**src/motion_irq_params.svh**
```systemverilog
// Constants for the tap, orientation and wake interrupt block.
// Assumes an 8-bit register space reached over a plain strobe port.
`ifndef MOTION_IRQ_PARAMS_SVH
`define MOTION_IRQ_PARAMS_SVH

// Register offsets.
`define ADDR_GEN1_DURATION 8'h33
`define ADDR_GEN2_CONFIG 8'h34
`define ADDR_GEN2_SOURCE 8'h35
`define ADDR_GEN2_THRESHOLD 8'h36
`define ADDR_GEN2_DURATION 8'h37
`define ADDR_TAP_CONFIG 8'h38
`define ADDR_TAP_SOURCE 8'h39
`define ADDR_TAP_THRESHOLD 8'h3A
`define ADDR_TAP_TIME_LIMIT 8'h3B
`define ADDR_TAP_LATENCY 8'h3C
`define ADDR_TAP_WINDOW 8'h3D
`define ADDR_WAKE_THRESHOLD 8'h3E
`define ADDR_WAKE_DURATION 8'h3F
`define ADDR_IRQ_CONTROL 8'h40

// Field positions.
`define CFG_AND_OR_BIT 7
`define CFG_SIX_DIR_BIT 6
`define SRC_ACTIVE_BIT 6
`define TAP_LATCH_BIT 7
`define CTRL_GEN2_LATCH_BIT 0
`define CTRL_FOUR_DIR_BIT 1
`define CTRL_POLARITY_BIT 2

// Reset value shared by every register.
`define REG_RESET 8'h00

// Return-to-sleep time is (8*N+1) samples.
`define WAKE_STEP 11'h008
`define WAKE_OFFSET 11'h001

`endif

```
**src/motion_irq_pkg.sv**
```systemverilog
// Types for the tap, orientation and wake interrupt block.
// Assumes motion_irq_params.svh supplies all numeric constants.
package motion_irq_pkg;

    // One register access from the host port.
    typedef struct packed {
        logic [7:0] addr;
        logic [7:0] wdata;
        logic wr;
        logic rd;
    } reg_req_t;

    // One acceleration sample, high bytes of X, Y and Z, two's complement.
    typedef struct packed {
        logic [7:0] z;
        logic [7:0] y;
        logic [7:0] x;
    } accel_sample_t;

    // Tap detector states, Gray coded along idle-first-quiet-gap-second.
    typedef enum logic [2:0] {
        TAP_IDLE = 3'h0,
        TAP_FIRST = 3'h1,
        TAP_QUIET = 3'h3,
        TAP_GAP = 3'h2,
        TAP_SECOND = 3'h6,
        TAP_HOLDOFF = 3'h4
    } tap_state_t;

endpackage : motion_irq_pkg

```
**src/motion_irq.sv**
```systemverilog
// Second inertial generator, tap detector and wake logic of an accelerometer.
// Assumes one sample_valid_i pulse per output sample and a host on the strobe port.
// What this block does
// RL1 - Generator duration registers: 7-bit count, bit 7 zero
// RL2 - Event needs condition held for duration count
// RL3 - Combine and six-direction bits pick mode
// RL4 - Movement mode pulses on entering known zone
// RL5 - Position mode asserts while in known zone
// RL6 - Per-axis above/below enables request events
// RL7 - Generator threshold is 7 bits, reset zero
// RL8 - Source reports active and per-axis flags
// RL9 - Source read clears active, pin, latch
// RL10 - Generator config writes only accepted after boot
// RL11 - Per-axis single and double tap enables
// RL12 - Tap source: active, double, single, sign, axes
// RL13 - Unlatched tap interrupt lasts latency window
// RL14 - Latched tap interrupt holds until read
// RL15 - Tap threshold 7 bits, latch in bit 7
// RL16 - Tap limit, latency and window timing fields
// RL17 - Wake threshold 7 bits, used in low power
// RL18 - Wake duration gives (8N+1) sample periods
// RL19 - Generator latch keeps flags until read
// RL20 - Four-direction restricts orientation to X,Y
// RL21 - Polarity bit inverts both interrupt pins
// RL22 - Duration counter restarts when condition drops
// RL23 - Zero duration recognises on first sample
`timescale 1ns/1ns
`include "motion_irq_params.svh"

module motion_irq (
    input wire logic clk_i,
    input wire logic arst_n_i,
    input wire logic clk_en_i,
    input wire motion_irq_pkg::reg_req_t req_i,
    output logic [7:0] rd_data_o,
    input wire logic boot_done_i,
    input wire logic low_power_i,
    input wire logic sample_valid_i,
    input wire motion_irq_pkg::accel_sample_t sample_i,
    output logic second_irq_pin_o,
    output logic tap_irq_pin_o,
    output logic awake_o
);

    // Register storage; bit 7 of masked registers is never stored as one.
    logic [7:0] gen1_event_duration;
    logic [7:0] gen2_event_config;
    logic [7:0] gen2_event_threshold;
    logic [7:0] gen2_event_duration;
    logic [7:0] tap_config;
    logic [7:0] tap_threshold;
    logic [7:0] tap_time_limit;
    logic [7:0] tap_latency;
    logic [7:0] tap_window;
    logic [7:0] wake_threshold;
    logic [7:0] wake_duration;
    logic [7:0] irq_control;

    // Status held by the generator and tap detector.
    logic [7:0] gen2_event_source;
    logic [7:0] tap_source;

    // Decoded control bits.
    logic gen2_latch;
    logic gen2_four_direction;
    logic polarity;
    logic tap_latch;
    logic and_or_select;
    logic six_direction_mode;
    logic [5:0] gen2_enables;

    // A sample step only counts while the clock enable is high.
    logic step;
    logic wr_en;
    logic rd_en;

    assign step = clk_en_i & sample_valid_i;
    assign wr_en = clk_en_i & req_i.wr;
    assign rd_en = clk_en_i & req_i.rd;
    assign gen2_latch = irq_control[`CTRL_GEN2_LATCH_BIT];
    assign gen2_four_direction = irq_control[`CTRL_FOUR_DIR_BIT];
    assign polarity = irq_control[`CTRL_POLARITY_BIT];
    assign tap_latch = tap_threshold[`TAP_LATCH_BIT];
    assign and_or_select = gen2_event_config[`CFG_AND_OR_BIT];
    assign six_direction_mode = gen2_event_config[`CFG_SIX_DIR_BIT];
    assign gen2_enables = gen2_event_config[5:0];

    // Per-axis magnitude and threshold comparisons.
    logic [2:0] axis_neg;
    logic [2:0] gen2_above;
    logic [2:0] tap_above;
    logic [2:0] wake_above;

    // One comparator set per axis; -128 maps to magnitude 128, above any threshold.
    generate
        for (genvar i = 0; i < 3; i++)
        begin : g_axis
            logic [7:0] raw;
            logic [7:0] mag;
            assign raw = sample_i[8*i +: 8];
            assign axis_neg[i] = raw[7];
            assign mag = raw[7] ? (8'h00 - raw) : raw;
            // RL6 above compare
            assign gen2_above[i] = mag > {1'b0, gen2_event_threshold[6:0]};
            assign tap_above[i] = mag > {1'b0, tap_threshold[6:0]};
            assign wake_above[i] = mag > {1'b0, wake_threshold[6:0]};
        end
    endgenerate

    // Plain events in source order {zh, zl, yh, yl, xh, xl}.
    logic [5:0] plain_events;
    // Orientation zone in the same order, zero while the zone is unknown.
    logic [5:0] zone_events;
    logic [2:0] zone_axes;
    logic zone_known;
    logic gen2_condition;
    logic [5:0] gen2_flags_now;

    // RL6 above and below events
    assign plain_events = {gen2_above[2], ~gen2_above[2], gen2_above[1], ~gen2_above[1],
                           gen2_above[0], ~gen2_above[0]};

    // RL20 drop Z in four-direction
    assign zone_axes = gen2_four_direction ? {1'b0, gen2_above[1:0]} : gen2_above;
    assign zone_known = (zone_axes == 3'h1) || (zone_axes == 3'h2) || (zone_axes == 3'h4);
    assign zone_events = zone_known ?
        {zone_axes[2] & ~axis_neg[2], zone_axes[2] & axis_neg[2],
         zone_axes[1] & ~axis_neg[1], zone_axes[1] & axis_neg[1],
         zone_axes[0] & ~axis_neg[0], zone_axes[0] & axis_neg[0]} : 6'h00;

    // Combined condition per mode; AND with no enables never fires.
    always_comb
    begin
        // RL3 mode select
        case ({and_or_select, six_direction_mode})
            2'b00: gen2_condition = |(plain_events & gen2_enables);
            2'b10: gen2_condition = (gen2_enables != 6'h00) &&
                                    ((plain_events & gen2_enables) == gen2_enables);
            2'b01: gen2_condition = |(zone_events & gen2_enables);
            2'b11: gen2_condition = |(zone_events & gen2_enables);
            default: gen2_condition = 1'b0;
        endcase
        gen2_flags_now = six_direction_mode ? (zone_events & gen2_enables)
                                            : (plain_events & gen2_enables);
    end

    // Consecutive samples that met the condition, saturating at 127.
    logic [6:0] gen2_count;
    logic gen2_hit;
    logic gen2_hit_prev;
    logic gen2_event_now;

    // RL2 duration check
    // RL23 zero means first sample
    assign gen2_hit = gen2_condition && (gen2_count >= gen2_event_duration[6:0]);
    // RL4 rising edge of zone
    // RL5 level while in zone
    assign gen2_event_now = (six_direction_mode && !and_or_select) ?
                            (gen2_hit && !gen2_hit_prev) : gen2_hit;

    // Duration counter advances once per sample.
    always_ff @(posedge clk_i or negedge arst_n_i)
    begin
        if (!arst_n_i)
        begin
            gen2_count <= 7'h00;
            gen2_hit_prev <= 1'b0;
        end
        else if (step)
        begin
            // RL22 count or restart
            if (!gen2_condition)
                gen2_count <= 7'h00;
            else if (gen2_count != 7'h7F)
                gen2_count <= gen2_count + 7'h01;
            gen2_hit_prev <= gen2_hit;
        end
    end

    // Generator source register; a new sample wins over a read clear.
    always_ff @(posedge clk_i or negedge arst_n_i)
    begin
        if (!arst_n_i)
            gen2_event_source <= `REG_RESET;
        else if (step)
        begin
            // RL19 latched accumulates
            if (gen2_latch && !(rd_en && req_i.addr == `ADDR_GEN2_SOURCE))
                gen2_event_source <= gen2_event_source |
                    {1'b0, gen2_event_now, gen2_event_now ? gen2_flags_now : 6'h00};
            else
                // RL8 fresh flags, bit 7 zero
                gen2_event_source <= {1'b0, gen2_event_now,
                                      gen2_event_now ? gen2_flags_now : 6'h00};
        end
        else if (rd_en && req_i.addr == `ADDR_GEN2_SOURCE)
        begin
            // RL9 read clears
            if (gen2_latch)
                gen2_event_source <= `REG_RESET;
            else
                gen2_event_source[`SRC_ACTIVE_BIT] <= 1'b0;
        end
    end

    // Tap detector state.
    motion_irq_pkg::tap_state_t tap_state;
    logic [7:0] tap_count;
    logic [2:0] tap_axes;
    logic tap_sign;
    logic [2:0] tap_axis_en;
    logic tap_peak;
    logic tap_report;
    logic tap_report_double;
    logic [7:0] tap_hold;

    // RL11 per-axis enables
    assign tap_axis_en = {tap_config[5] | tap_config[4], tap_config[3] | tap_config[2],
                          tap_config[1] | tap_config[0]};
    assign tap_peak = |(tap_above & tap_axis_en);

    // Tap sequencing per sample; the report is a one-cycle strobe.
    always_ff @(posedge clk_i or negedge arst_n_i)
    begin
        if (!arst_n_i)
        begin
            tap_state <= motion_irq_pkg::TAP_IDLE;
            tap_count <= 8'h00;
            tap_axes <= 3'h0;
            tap_sign <= 1'b0;
            tap_report <= 1'b0;
            tap_report_double <= 1'b0;
        end
        else if (clk_en_i)
        begin
            tap_report <= 1'b0;
            if (sample_valid_i)
            begin
                // RL16 timing fields
                case (tap_state)
                    motion_irq_pkg::TAP_IDLE:
                    begin
                        if (tap_peak)
                        begin
                            tap_state <= motion_irq_pkg::TAP_FIRST;
                            tap_count <= 8'h00;
                            tap_axes <= tap_above & tap_axis_en;
                            // RL12 sign capture
                            tap_sign <= |(tap_above & tap_axis_en & axis_neg);
                        end
                    end
                    motion_irq_pkg::TAP_FIRST:
                    begin
                        if (tap_peak && tap_count >= {1'b0, tap_time_limit[6:0]})
                            tap_state <= motion_irq_pkg::TAP_HOLDOFF;
                        else if (tap_peak)
                            tap_count <= tap_count + 8'h01;
                        else
                        begin
                            // A short peak is a single tap candidate.
                            tap_report <= |(tap_axes & {tap_config[4], tap_config[2],
                                                        tap_config[0]});
                            tap_report_double <= 1'b0;
                            tap_state <= motion_irq_pkg::TAP_QUIET;
                            tap_count <= 8'h00;
                        end
                    end
                    motion_irq_pkg::TAP_QUIET:
                    begin
                        if (tap_count >= tap_latency)
                        begin
                            tap_state <= motion_irq_pkg::TAP_GAP;
                            tap_count <= 8'h00;
                        end
                        else
                            tap_count <= tap_count + 8'h01;
                    end
                    motion_irq_pkg::TAP_GAP:
                    begin
                        if (tap_peak)
                        begin
                            tap_state <= motion_irq_pkg::TAP_SECOND;
                            tap_count <= 8'h00;
                        end
                        else if (tap_count >= tap_window)
                            tap_state <= motion_irq_pkg::TAP_IDLE;
                        else
                            tap_count <= tap_count + 8'h01;
                    end
                    motion_irq_pkg::TAP_SECOND:
                    begin
                        if (tap_peak && tap_count >= {1'b0, tap_time_limit[6:0]})
                            tap_state <= motion_irq_pkg::TAP_HOLDOFF;
                        else if (tap_peak)
                            tap_count <= tap_count + 8'h01;
                        else
                        begin
                            tap_report <= |(tap_axes & {tap_config[5], tap_config[3],
                                                        tap_config[1]});
                            tap_report_double <= 1'b1;
                            tap_state <= motion_irq_pkg::TAP_IDLE;
                        end
                    end
                    // Too long a peak is no tap; wait for release before rearming.
                    motion_irq_pkg::TAP_HOLDOFF:
                    begin
                        if (!tap_peak)
                            tap_state <= motion_irq_pkg::TAP_IDLE;
                    end
                    default: tap_state <= motion_irq_pkg::TAP_IDLE;
                endcase
            end
        end
    end

    // Tap source and its hold timer; a report wins over a read or expiry.
    always_ff @(posedge clk_i or negedge arst_n_i)
    begin
        if (!arst_n_i)
        begin
            tap_source <= `REG_RESET;
            tap_hold <= 8'h00;
        end
        else if (clk_en_i)
        begin
            if (tap_report)
            begin
                // RL12 source layout
                tap_source <= {1'b0, 1'b1, tap_report_double, ~tap_report_double,
                               tap_sign, tap_axes};
                tap_hold <= tap_latency;
            end
            else if (tap_latch)
            begin
                // RL14 hold until read
                if (req_i.rd && req_i.addr == `ADDR_TAP_SOURCE)
                    tap_source <= `REG_RESET;
            end
            else if (sample_valid_i && tap_source[`SRC_ACTIVE_BIT])
            begin
                // RL13 latency window only
                if (tap_hold == 8'h00)
                    tap_source[`SRC_ACTIVE_BIT] <= 1'b0;
                else
                    tap_hold <= tap_hold - 8'h01;
            end
        end
    end

    // Wake logic: awake on activity, back to sleep after (8N+1) quiet samples.
    logic [10:0] wake_count;
    logic [10:0] wake_limit;

    // RL18 (8N+1) samples
    assign wake_limit = `WAKE_STEP * {3'h0, wake_duration} + `WAKE_OFFSET;

    always_ff @(posedge clk_i or negedge arst_n_i)
    begin
        if (!arst_n_i)
        begin
            awake_o <= 1'b1;
            wake_count <= 11'h000;
        end
        else if (clk_en_i && !low_power_i)
        begin
            // Outside low power the device stays awake.
            awake_o <= 1'b1;
            wake_count <= 11'h000;
        end
        else if (step)
        begin
            // RL17 low-power threshold
            if (|wake_above)
            begin
                awake_o <= 1'b1;
                wake_count <= 11'h000;
            end
            else if (awake_o && wake_count + 11'h001 >= wake_limit)
                awake_o <= 1'b0;
            else if (awake_o)
                wake_count <= wake_count + 11'h001;
        end
    end

    // Register writes; masked bits are stored as zero.
    always_ff @(posedge clk_i or negedge arst_n_i)
    begin
        if (!arst_n_i)
        begin
            gen1_event_duration <= `REG_RESET;
            gen2_event_config <= `REG_RESET;
            gen2_event_threshold <= `REG_RESET;
            gen2_event_duration <= `REG_RESET;
            tap_config <= `REG_RESET;
            tap_threshold <= `REG_RESET;
            tap_time_limit <= `REG_RESET;
            tap_latency <= `REG_RESET;
            tap_window <= `REG_RESET;
            wake_threshold <= `REG_RESET;
            wake_duration <= `REG_RESET;
            irq_control <= `REG_RESET;
        end
        else if (wr_en)
        begin
            case (req_i.addr)
                // RL1 bit 7 zero
                `ADDR_GEN1_DURATION: gen1_event_duration <= {1'b0, req_i.wdata[6:0]};
                // RL10 only after boot
                `ADDR_GEN2_CONFIG:
                begin
                    if (boot_done_i)
                        gen2_event_config <= req_i.wdata;
                end
                // RL7 seven-bit threshold
                `ADDR_GEN2_THRESHOLD: gen2_event_threshold <= {1'b0, req_i.wdata[6:0]};
                `ADDR_GEN2_DURATION: gen2_event_duration <= {1'b0, req_i.wdata[6:0]};
                `ADDR_TAP_CONFIG: tap_config <= {2'h0, req_i.wdata[5:0]};
                // RL15 latch and threshold
                `ADDR_TAP_THRESHOLD: tap_threshold <= req_i.wdata;
                `ADDR_TAP_TIME_LIMIT: tap_time_limit <= {1'b0, req_i.wdata[6:0]};
                `ADDR_TAP_LATENCY: tap_latency <= req_i.wdata;
                `ADDR_TAP_WINDOW: tap_window <= req_i.wdata;
                `ADDR_WAKE_THRESHOLD: wake_threshold <= {1'b0, req_i.wdata[6:0]};
                `ADDR_WAKE_DURATION: wake_duration <= req_i.wdata;
                `ADDR_IRQ_CONTROL: irq_control <= {5'h00, req_i.wdata[2:0]};
                // Source registers and unmapped addresses ignore writes.
                default: irq_control <= irq_control;
            endcase
        end
    end

    // Read data registered one cycle after the strobe; unmapped reads give zero.
    always_ff @(posedge clk_i or negedge arst_n_i)
    begin
        if (!arst_n_i)
            rd_data_o <= 8'h00;
        else if (rd_en)
        begin
            case (req_i.addr)
                `ADDR_GEN1_DURATION: rd_data_o <= gen1_event_duration;
                `ADDR_GEN2_CONFIG: rd_data_o <= gen2_event_config;
                `ADDR_GEN2_SOURCE: rd_data_o <= gen2_event_source;
                `ADDR_GEN2_THRESHOLD: rd_data_o <= gen2_event_threshold;
                `ADDR_GEN2_DURATION: rd_data_o <= gen2_event_duration;
                `ADDR_TAP_CONFIG: rd_data_o <= tap_config;
                `ADDR_TAP_SOURCE: rd_data_o <= tap_source;
                `ADDR_TAP_THRESHOLD: rd_data_o <= tap_threshold;
                `ADDR_TAP_TIME_LIMIT: rd_data_o <= tap_time_limit;
                `ADDR_TAP_LATENCY: rd_data_o <= tap_latency;
                `ADDR_TAP_WINDOW: rd_data_o <= tap_window;
                `ADDR_WAKE_THRESHOLD: rd_data_o <= wake_threshold;
                `ADDR_WAKE_DURATION: rd_data_o <= wake_duration;
                `ADDR_IRQ_CONTROL: rd_data_o <= irq_control;
                default: rd_data_o <= 8'h00;
            endcase
        end
    end

    // Pins follow the active flags directly, so a clear shows in the same cycle.
    // RL21 polarity inversion
    assign second_irq_pin_o = gen2_event_source[`SRC_ACTIVE_BIT] ^ polarity;
    assign tap_irq_pin_o = tap_source[`SRC_ACTIVE_BIT] ^ polarity;

endmodule : motion_irq

```
**config.mk**
```make
export PLATFORM = sky130hd
export DESIGN_NAME = motion_irq
export DESIGN_NICKNAME = d
export VERILOG_FILES = /design/src/motion_irq_pkg.sv /design/src/motion_irq.sv
export VERILOG_INCLUDE_DIRS = /design/src
export SDC_FILE = /design/constraint.sdc
export NUM_CORES = 1
export LEC_CHECK = 0
export BUFFER_PORTS_ARGS = -buffer_cell sky130_fd_sc_hd__buf_2
export CAP_MARGIN = 20
export CORE_MARGIN = 2
export CORE_UTILIZATION = 55
export DETAILED_ROUTE_END_ITERATION = 8
export GPL_TIMING_DRIVEN = 0
export PLACE_DENSITY_LB_ADDON = 0.08
export RECOVER_POWER = 25
export SETUP_SLACK_MARGIN = 0.4
export SYNTH_ARGS = -nofsm -noshare
export SYNTH_HDL_FRONTEND = slang
export SYNTH_SLANG_ARGS = --single-unit
```
**constraint.sdc**
```tcl
create_clock -name clk_i -period 5.1 [get_ports clk_i]
set_input_delay 0 -clock clk_i [delete_from_list [all_inputs] [get_ports clk_i]]
set_output_delay 0 -clock clk_i [all_outputs]
set_load 0.03 [all_outputs]
```
==> metrics.md, run 1 <==
| Metric | Value |
|---|---|
| Mapped Cells | roughly 1.1k |
| Post-Syn Nets | roughly 1.3k |
| Crit path cell chain | buf_2 -> clkbuf_1 -> o31ai_1 -> xnor2_1 -> ha_1 -> a21o_1 -> a21oi_1 -> nor2_1 -> o32ai_1 -> a311oi_1 -> nor3_1 -> o21ai_1 -> a22o_1 |
| WL per Instance | roughly 22 um |
| Post-synth EDFFs | 0 |
| Final Wtd Congestion | around 0.98 |
| Count leader, synth | dfrtp_1 |
| TritonRoute pass-1 iters | 8 |
| Fin cells | approximately 1.4k |
| Max cap viols | 1 |
| Reg power frac | approximately two fifths |
| Setup Skew | 0.0126 ns |
| Ys flop type | dfrtp_1 |
| Hold Path Class | in -> reg |
| Via count | about 9.2k |
| Top-area cell type share of the netlist area | 35.6% |
| DRC viols | 0 |
| CP peak stage delay | a little over 0.6 ns |
| Area Growth Syn to Fin | 12.4% |
| Switching power | between 1 and 1.5 mW |
| Core ar. | ~19000 um2 |
| Antenna violations before repair | 1 |
| Synth Cell Area | around 11000 um2 |
| Total CTS buffers | 17 |
| Commonest cells in the synthesized netlist | dfrtp_1, ha_1, nand2_1, inv_1, o21ai_0 |
| Post-DP HPWL | between 20 and 25 mm |
| Total GRT Usage | between 30% and 40% |
| Layout cell share with drive strength beyond 1 | 15.1% |
| Clk pwr share | 38.1% |
| Seq/Total Area, Yosys | 35.9% |
| Die Width | approximately 140 um |
| Multi-input combinational cell area | approximately 6300 um2 |
| ANT nets after route | 0 |
| Post-synth ARST share | between 90% and 100% |
| Mapped Avg Cell Area | ~9.5 um2 |
| Fillers | between 1.5k and 2k |
| Min Tclk post-route | around 3.7 ns |
| Slowest cell on crit path | nor3_1 |
| Worst-Margin Slew | between 3 and 4 ns |
| WP buf/inv | 2 |
| Die Y | roughly 140 um |
| Reg area | between 3000 and 4000 um2 |
| Full die area | between 20000 and 25000 um2 |
| CP required | roughly 5.4 ns |
| Compound-Gate Fraction of Synth Area | roughly 19% |
| Failing checks | capacitance limit, slew limit |
| Mux cell area share after synthesis | 9.68% |
| Run status | finished with violations |
| Area leader, netlist | dfrtp_1 |
| Final core occ | between 60% and 70% |
| Family with the most delay on the worst path | compound AO/OA/AOI/OAI gates |
| Clk root buf | clkbuf_16 |
| Setup-failing EPs final | 0 |
| CP arrival | roughly 4.0 ns |
| Fin Setup TNS | 0 ns |
| TritonCTS clock tree | yes |
| Hold Path Depth | 3 |
| Initial Utilization | between 50% and 60% |
| Gate power share | about a quarter |
| GR Overflow Total | 0 |
| Max VDD drop | ~290 uV |
| Vias in the first global route | between 8k and 9k |
| Buffer depth of the longest clock path | 2 |
| Latest clock arrival within the worst-skew pair | 0.44 ns |
| Max-slew violation count | 55 |
| Largest family of logic cells by synthesized area | compound AO/OA/AOI/OAI gates |
| Adder-Cell Fraction of Synth Area | around an eighth |
| Pin count of the biggest net entering global routing | just under 100 |
| Worst-case reg-to-reg path depth | 10 |
| XOR/XNOR Fraction of Synth Area | ~2.2% |
| Detailed Route Iter0 Violations | approximately 930 |
| Clock transition at path regs | approximately 0.060 ns |
| Io pins | slightly below 60 |
| Netlist cell types | 86 |
| Startpoint types | input port |
| Final wirelength | around 32 mm |
| Crit. End Element | flip-flop |
| Simple-Gate Fraction of Synth Area | ~15% |
| # clock sinks | 151 |
| Post_cts resized | 0 |
| HP Start | boot_done_i |
| Final Hold Viols | 0 |
| End of the worst hold path | gen2_event_config[0]$_DFFE_PN0P_ |
| Period utilization | ~72% |
| Synth Register Bits | 151 |
| Cell internal pwr | 2.40 mW |
| Htree depth | 4 |
| Max_slew headroom | -105% |
| Row cnt | 50 |
| Reg-to-Reg Start | tap_threshold[1]$_DFFE_PN0P_ |
| Nets@finish | between 1k and 1.5k |
| R2r setup slk | approximately 1.6 ns |
| Dpl cells | roughly 1.4k |
| Net Sw Frac | 32.2% |
| Count of warnings emitted by yosys | 0 |
| Cell area power density | slightly below 300 nW/um2 |
| Critical path peak fanout | 10 |
| IO buf count | between 50 and 60 |
| CP Class | in -> reg |
| Lkg Pwr | around 5.5 nW |
| Fmax | 0.271 GHz |
| DR vias/cell | 6.34 |
| First-pass GRT wire length | between 40 and 50 mm |
| Top cells by area, synth | dfrtp_1, ha_1, mux2_2, o21ai_0, nand2_1 |
| Reg2reg end | tap_count[6]$_DFFE_PN0P_ |
| RSZ-0062 raised after global routing | no |
==> power by group through the flow <==
stage / Sequential (mW) / Clock, mW / Combinational (mW)
global route: 1.37 / 1.40 / 0.929
global placement: 1.38 / 0 / 0.781
floorplan: 1.35 / 0 / 0.571
detailed placement: 1.38 / 0 / 0.805
finish: 1.36 / 1.35 / 0.825
CTS: 1.36 / 1.35 / 0.816
==> repair_timing <==
item	CTS	global route
setup endpoints to repair	0	0
endpoints found under the hold margin	66	0
setup buffers	0	0
hold buffers	8	0
==> cells in the final DEF, fill, tap and decap left out, types with 11 or more instances in the layout <==
master / count
a21o_1: 22
a21oi_1: 46
a22o_1: 11
a31oi_1: 12
buf_2: 52
clkbuf_1: 45
clkbuf_16: 17
dfrtp_1: 150
ha_1: 110
inv_1: 88
mux2_2: 66
mux2i_1: 13
nand2_1: 95
nand2b_1: 15
nand3_1: 41
nand4_1: 15
nor2_1: 51
nor2b_1: 19
nor3_1: 17
o211ai_1: 12
o21a_1: 11
o21ai_0: 79
o21ai_1: 13
o22ai_1: 17
xnor2_1: 23
==> worst max-delay path by stage <==
stage,from,endpoint,slack (ns),cells after the start
after floorplan,sample_i[16],tap_count[3]$_DFFE_PN0P_,2.05,12
after global placement,sample_i[7],wake_count[6]$_DFFE_PN0P_,1.10,13
after detailed placement,sample_i[7],tap_count[6]$_DFFE_PN0P_,1.12,13
after CTS,sample_i[7],tap_count[6]$_DFFE_PN0P_,1.57,13
after global routing,sample_i[7],tap_count[5]$_DFFE_PN0P_,1.12,13
final,sample_i[7],tap_count[6]$_DFFE_PN0P_,1.41,13
==> through the flow <==
stage          total power, mW  hold slack, ns  worst slack (ns)  cell area, um2
2_1_floorplan             1.92          -0.296              2.05           10500
5_1_grt                   3.71          0.0400              1.12           11800
6_report                  3.53          0.0194              1.41           11800
3_5_place_dp              2.19        -0.00485              1.12           11200
3_3_place_gp              2.16           0.247              1.10           11100
4_1_cts                   3.53         0.00465              1.57           11900
==> cell families (layout without fill, tap and decap cells) <==
group,count (synthesis),in the layout
mux,86,86
fa+ha+maj,110,110
flops,151,151
compound gates,300,300
xor+xnor,26,26
buf+inv,128,229
simple gates,310,310
other cells,0,1
==> layout make-up <==
class                      instances  area share (%)
multi-input combinational        832            52.9
sequential                       151            31.9
clock buffer                      19            3.82
timing repair buffer              69            3.35
inverter                          89            2.82
tap                              234            2.47
clock inverter                    13            1.40
buffer                            39            1.34
antenna                            1          0.0211
==> layer usage <==
metal / global-route usage (%) / vias to the layer above / routed length, um
li1: - / 4278 / -
met1: 45.6 / 4459 / 14200
met2: 49.9 / 374 / 13800
met3: 6.97 / 70 / 2560
met4: 10.0 / 0 / 1070
met5: 0 / - / 0
==> flip-flops by register name, indices dropped and copies added (netlist names), 6 cells and up <==
register              cells
tap_config                6
gen2_event_threshold      7
wake_threshold            7
tap_hold                  8
tap_source                7
tap_window                8
gen2_event_config         8
gen2_event_source         7
tap_threshold             8
tap_latency               8
rd_data_o                 8
gen2_event_duration       7
tap_count                 8
gen1_event_duration       7
tap_time_limit            7
gen2_count                7
wake_duration             8
wake_count               11
==> worst register-to-register path: cells and delay by family (launching register included) <==
| kind | cells | cell delay [ns] |
|---|---|---|
| AO/OA/AOI/OAI | 6 | 1.86 |
| adder cells (fa/ha/maj) | 1 | 0.27 |
| buffers and inverters | 1 | 0.15 |
| flip-flops | 1 | 0.40 |
| AND/OR/NAND/NOR | 2 | 0.75 |
(Power assumes the default switching activity.)
==> inputs of run 2 (changes only) <==
==> constraint.sdc (replaced) <==
create_clock -name clk_i -period 3.3 [get_ports clk_i]
set_input_delay 0 -clock clk_i [delete_from_list [all_inputs] [get_ports clk_i]]
set_output_delay 0 -clock clk_i [all_outputs]
set_load 0.03 [all_outputs]
==> run 2 against run 1 <==
The run still ends with capacitance limit, slew limit left. Non-clock buffer count up 16. Total power rose by 56%. Global-route usage rose by 0.54 points. Register-to-register slack lost 1.1 ns. Critical path depth grew 2. Die area stayed put. Core utilization is 3.1 points higher. Combinational power is 70% higher. Clock power grew 48%. Cell area grew 5.0%. Worst hold slack improved by 0.023 ns. Via count is 1.1% higher.
==> metrics.md, run 2 (synthesis results as in run 1) <==
| Metric | Value |
|---|---|
| Full die area | 20300 um2 |
| Pin count of the biggest net entering global routing | 79 |
| RSZ-0062 raised after global routing | yes |
| Max_slew headroom | -36.3% |
| Period utilization | between 80% and 90% |
| Max cap viols | 1 |
| Startpoint types | flip-flop |
| Die Y | roughly 140 um |
| TritonRoute pass-1 iters | 8 |
| Hold Path Class | in -> reg |
| Worst-Margin Slew | between 2 and 2.5 ns |
| Fmax | 0.348 GHz |
| Top reg by flops | wake_count |
| Latest clock arrival within the worst-skew pair | 0.44 ns |
| Final Wtd Congestion | a little under 1 |
| Post-DP HPWL | approximately 24 mm |
| Row cnt | 50 |
| DRC viols | 0 |
| DR vias/cell | about 6.3 |
| Io pins | 59 |
| WL per Instance | between 20 and 25 um |
| Layout cell share with drive strength beyond 1 | 21.9% |
| Setup Skew | roughly 0.012 ns |
| Total CTS buffers | 17 |
| N_diodes | 0 |
| Cell area power density | 443 nW/um2 |
| CP required | ~3.7 ns |
| Vias in the first global route | between 9k and 10k |
| CP Class | reg -> reg |
| Commonest non-fill, non-tap cell in the layout | dfrtp_1 |
| Buffer depth of the longest clock path | 2 |
| Max-slew violation count | slightly below 80 |
| Power Total | between 5 and 6 mW |
| Final core occ | between 60% and 70% |
| Failing checks | capacitance limit, slew limit |
| Clk root buf | clkbuf_16 |
| Total GRT Usage | approximately a third |
| Family with the most delay on the worst path | compound AO/OA/AOI/OAI gates |
| First-pass GRT wire length | ~50 mm |
| # clock sinks | approximately 150 |
| Setup-failing EPs final | 0 |
| Max FFs per register | 11 |
| Slowest cell on crit path | dfrtp_1 |
| DP Area | 11200 um2 |
| Detailed Route Iter0 Violations | about 850 |
| WP buf/inv | 1 |
| Crit. End Element | flip-flop |
| Via count | 9283 |
| IO buf count | between 50 and 60 |
| Run status | finished with violations |
| Min Tclk post-route | approximately 2.9 ns |
| GR Overflow Total | 0 |
| Crit path cell chain | ha_4 -> and3_4 -> nand3_4 -> nor3_4 -> xnor2_2 -> ha_1 -> a21o_1 -> a21o_1 -> a21oi_2 -> o21a_1 -> a31oi_4 -> nor2_4 -> buf_6 -> nand3_2 -> o21ai_1 |
| Commonest cells after routing, fill and taps aside | dfrtp_1, ha_1, nand2_1 |
| Most frequent CP cell | a21o_1 |
| TritonCTS clock tree | yes |
| Lkg Pwr | roughly 5.7 nW |
| Initial Utilization | a little under three fifths |
| Final wirelength | 32.4 mm |
| Htree depth | 4 |
| Hold Slack | 0.0419 ns |
| Die Width | 142 um |
| CP peak stage delay | ~0.42 ns |
| Max VDD drop | approximately 400 uV |
| Area Growth Syn to Fin | 18.1% |
| Nets@finish | around 1.4k |
| CP arrival | 3.23 ns |
| Core ar. | between 15000 and 20000 um2 |
| Critical path peak fanout | 5 |
| Post-route cell area | about 12000 um2 |
| Antenna violations before repair | 1 |
| Clock transition at path regs | about 0.070 ns |
| Final Hold Viols | 0 |
| ANT nets after route | 0 |
[run 2: cell count changes in the layout (fill, tap and decap cells not counted), moves of 13 or more]
cell / before / now
o21ai_0: 79 / 60
o21ai_1: 13 / 30
xnor2_2: 0 / 13
clkbuf_1: 45 / 31
xnor2_1: 23 / 9
buf_4: 1 / 16
[run 2: final timing paths]
kind,end,depth (start not counted),slack [ns],from
worst max register to register,wake_count[9]$_DFFE_PN0P_,15,0.43,wake_count[1]$_DFFE_PN0P_
worst max-delay path,wake_count[9]$_DFFE_PN0P_,15,0.43,wake_count[1]$_DFFE_PN0P_
min in group asynchronous,gen2_event_config[2]$_DFFE_PN0P_,2,0.65,arst_n_i
worst min register to register,gen2_event_source[3]$_DFFE_PN0P_,2,0.49,gen2_event_source[3]$_DFFE_PN0P_
max in group asynchronous,tap_report_double$_DFFE_PN0P_,2,1.41,arst_n_i
worst min-delay path,tap_sign$_DFFE_PN0P_,5,0.04,sample_i[15]
[run 2: stage by stage]
stage	TNS [ns]	setup slack (ns)	cells
after floorplan	0	0.379	1111
after global placement	-26.10	-0.710	1401
after detailed placement	-15.73	-0.602	1404
after CTS	0	0.405	1453
after global routing	0	0.262	1463
final	0	0.430	1463
[run 2: worst reg2reg max path: cells and delay by family, from the launching register on]
family | cells | cell delay [ns]
AO/OA/AOI/OAI | 6 | 0.82
XOR/XNOR | 1 | 0.15
adder cells (fa/ha/maj) | 2 | 0.44
buffers and inverters | 1 | 0.16
flip-flops | 1 | 0.42
AND/OR/NAND/NOR | 5 | 0.81
[run 2: metal layers]
| metal | part of all wire (%) | global-route usage (%) | vias to the layer above |
|---|---|---|---|
| li1 | - | - | 4322 |
| met1 | 44 | 45.7 | 4540 |
| met2 | 46 | 51.3 | 353 |
| met3 | 7.9 | 7.60 | 66 |
| met4 | 2.2 | 10.0 | 2 |
| met5 | 0.040 | 0 | - |
[run 2: cell type report]
class | instances | area (um2)
clock inverters | 15 | 173
well taps | 234 | 293
repair buffers | 85 | 539
multi-input cells | 833 | 6720
inverters | 89 | 334
plain buffers | 39 | 179
fillers | 1558 | 6330
clock buffers | 17 | 425
flip-flops and latches | 151 | 3780
[run 2: repair_timing]
action | CTS | global route
setup buffers | 7 | 7
gates cloned | 1 | 2
endpoints found under the setup margin | 44 | 39
endpoints found under the hold margin | 92 | 0
pin swaps | 7 | 19
hold buffers | 9 | 0
resized for setup | 33 | 68
[run 2: power breakdown]
| group | leakage, nW | total, mW | internal [mW] | switching, mW |
|---|---|---|---|---|
| clock network | 0.281 | 2.00 | 1.13 | 0.864 |
| logic | 3.48 | 1.40 | 0.560 | 0.842 |
| registers | 1.95 | 2.11 | 1.97 | 0.143 |
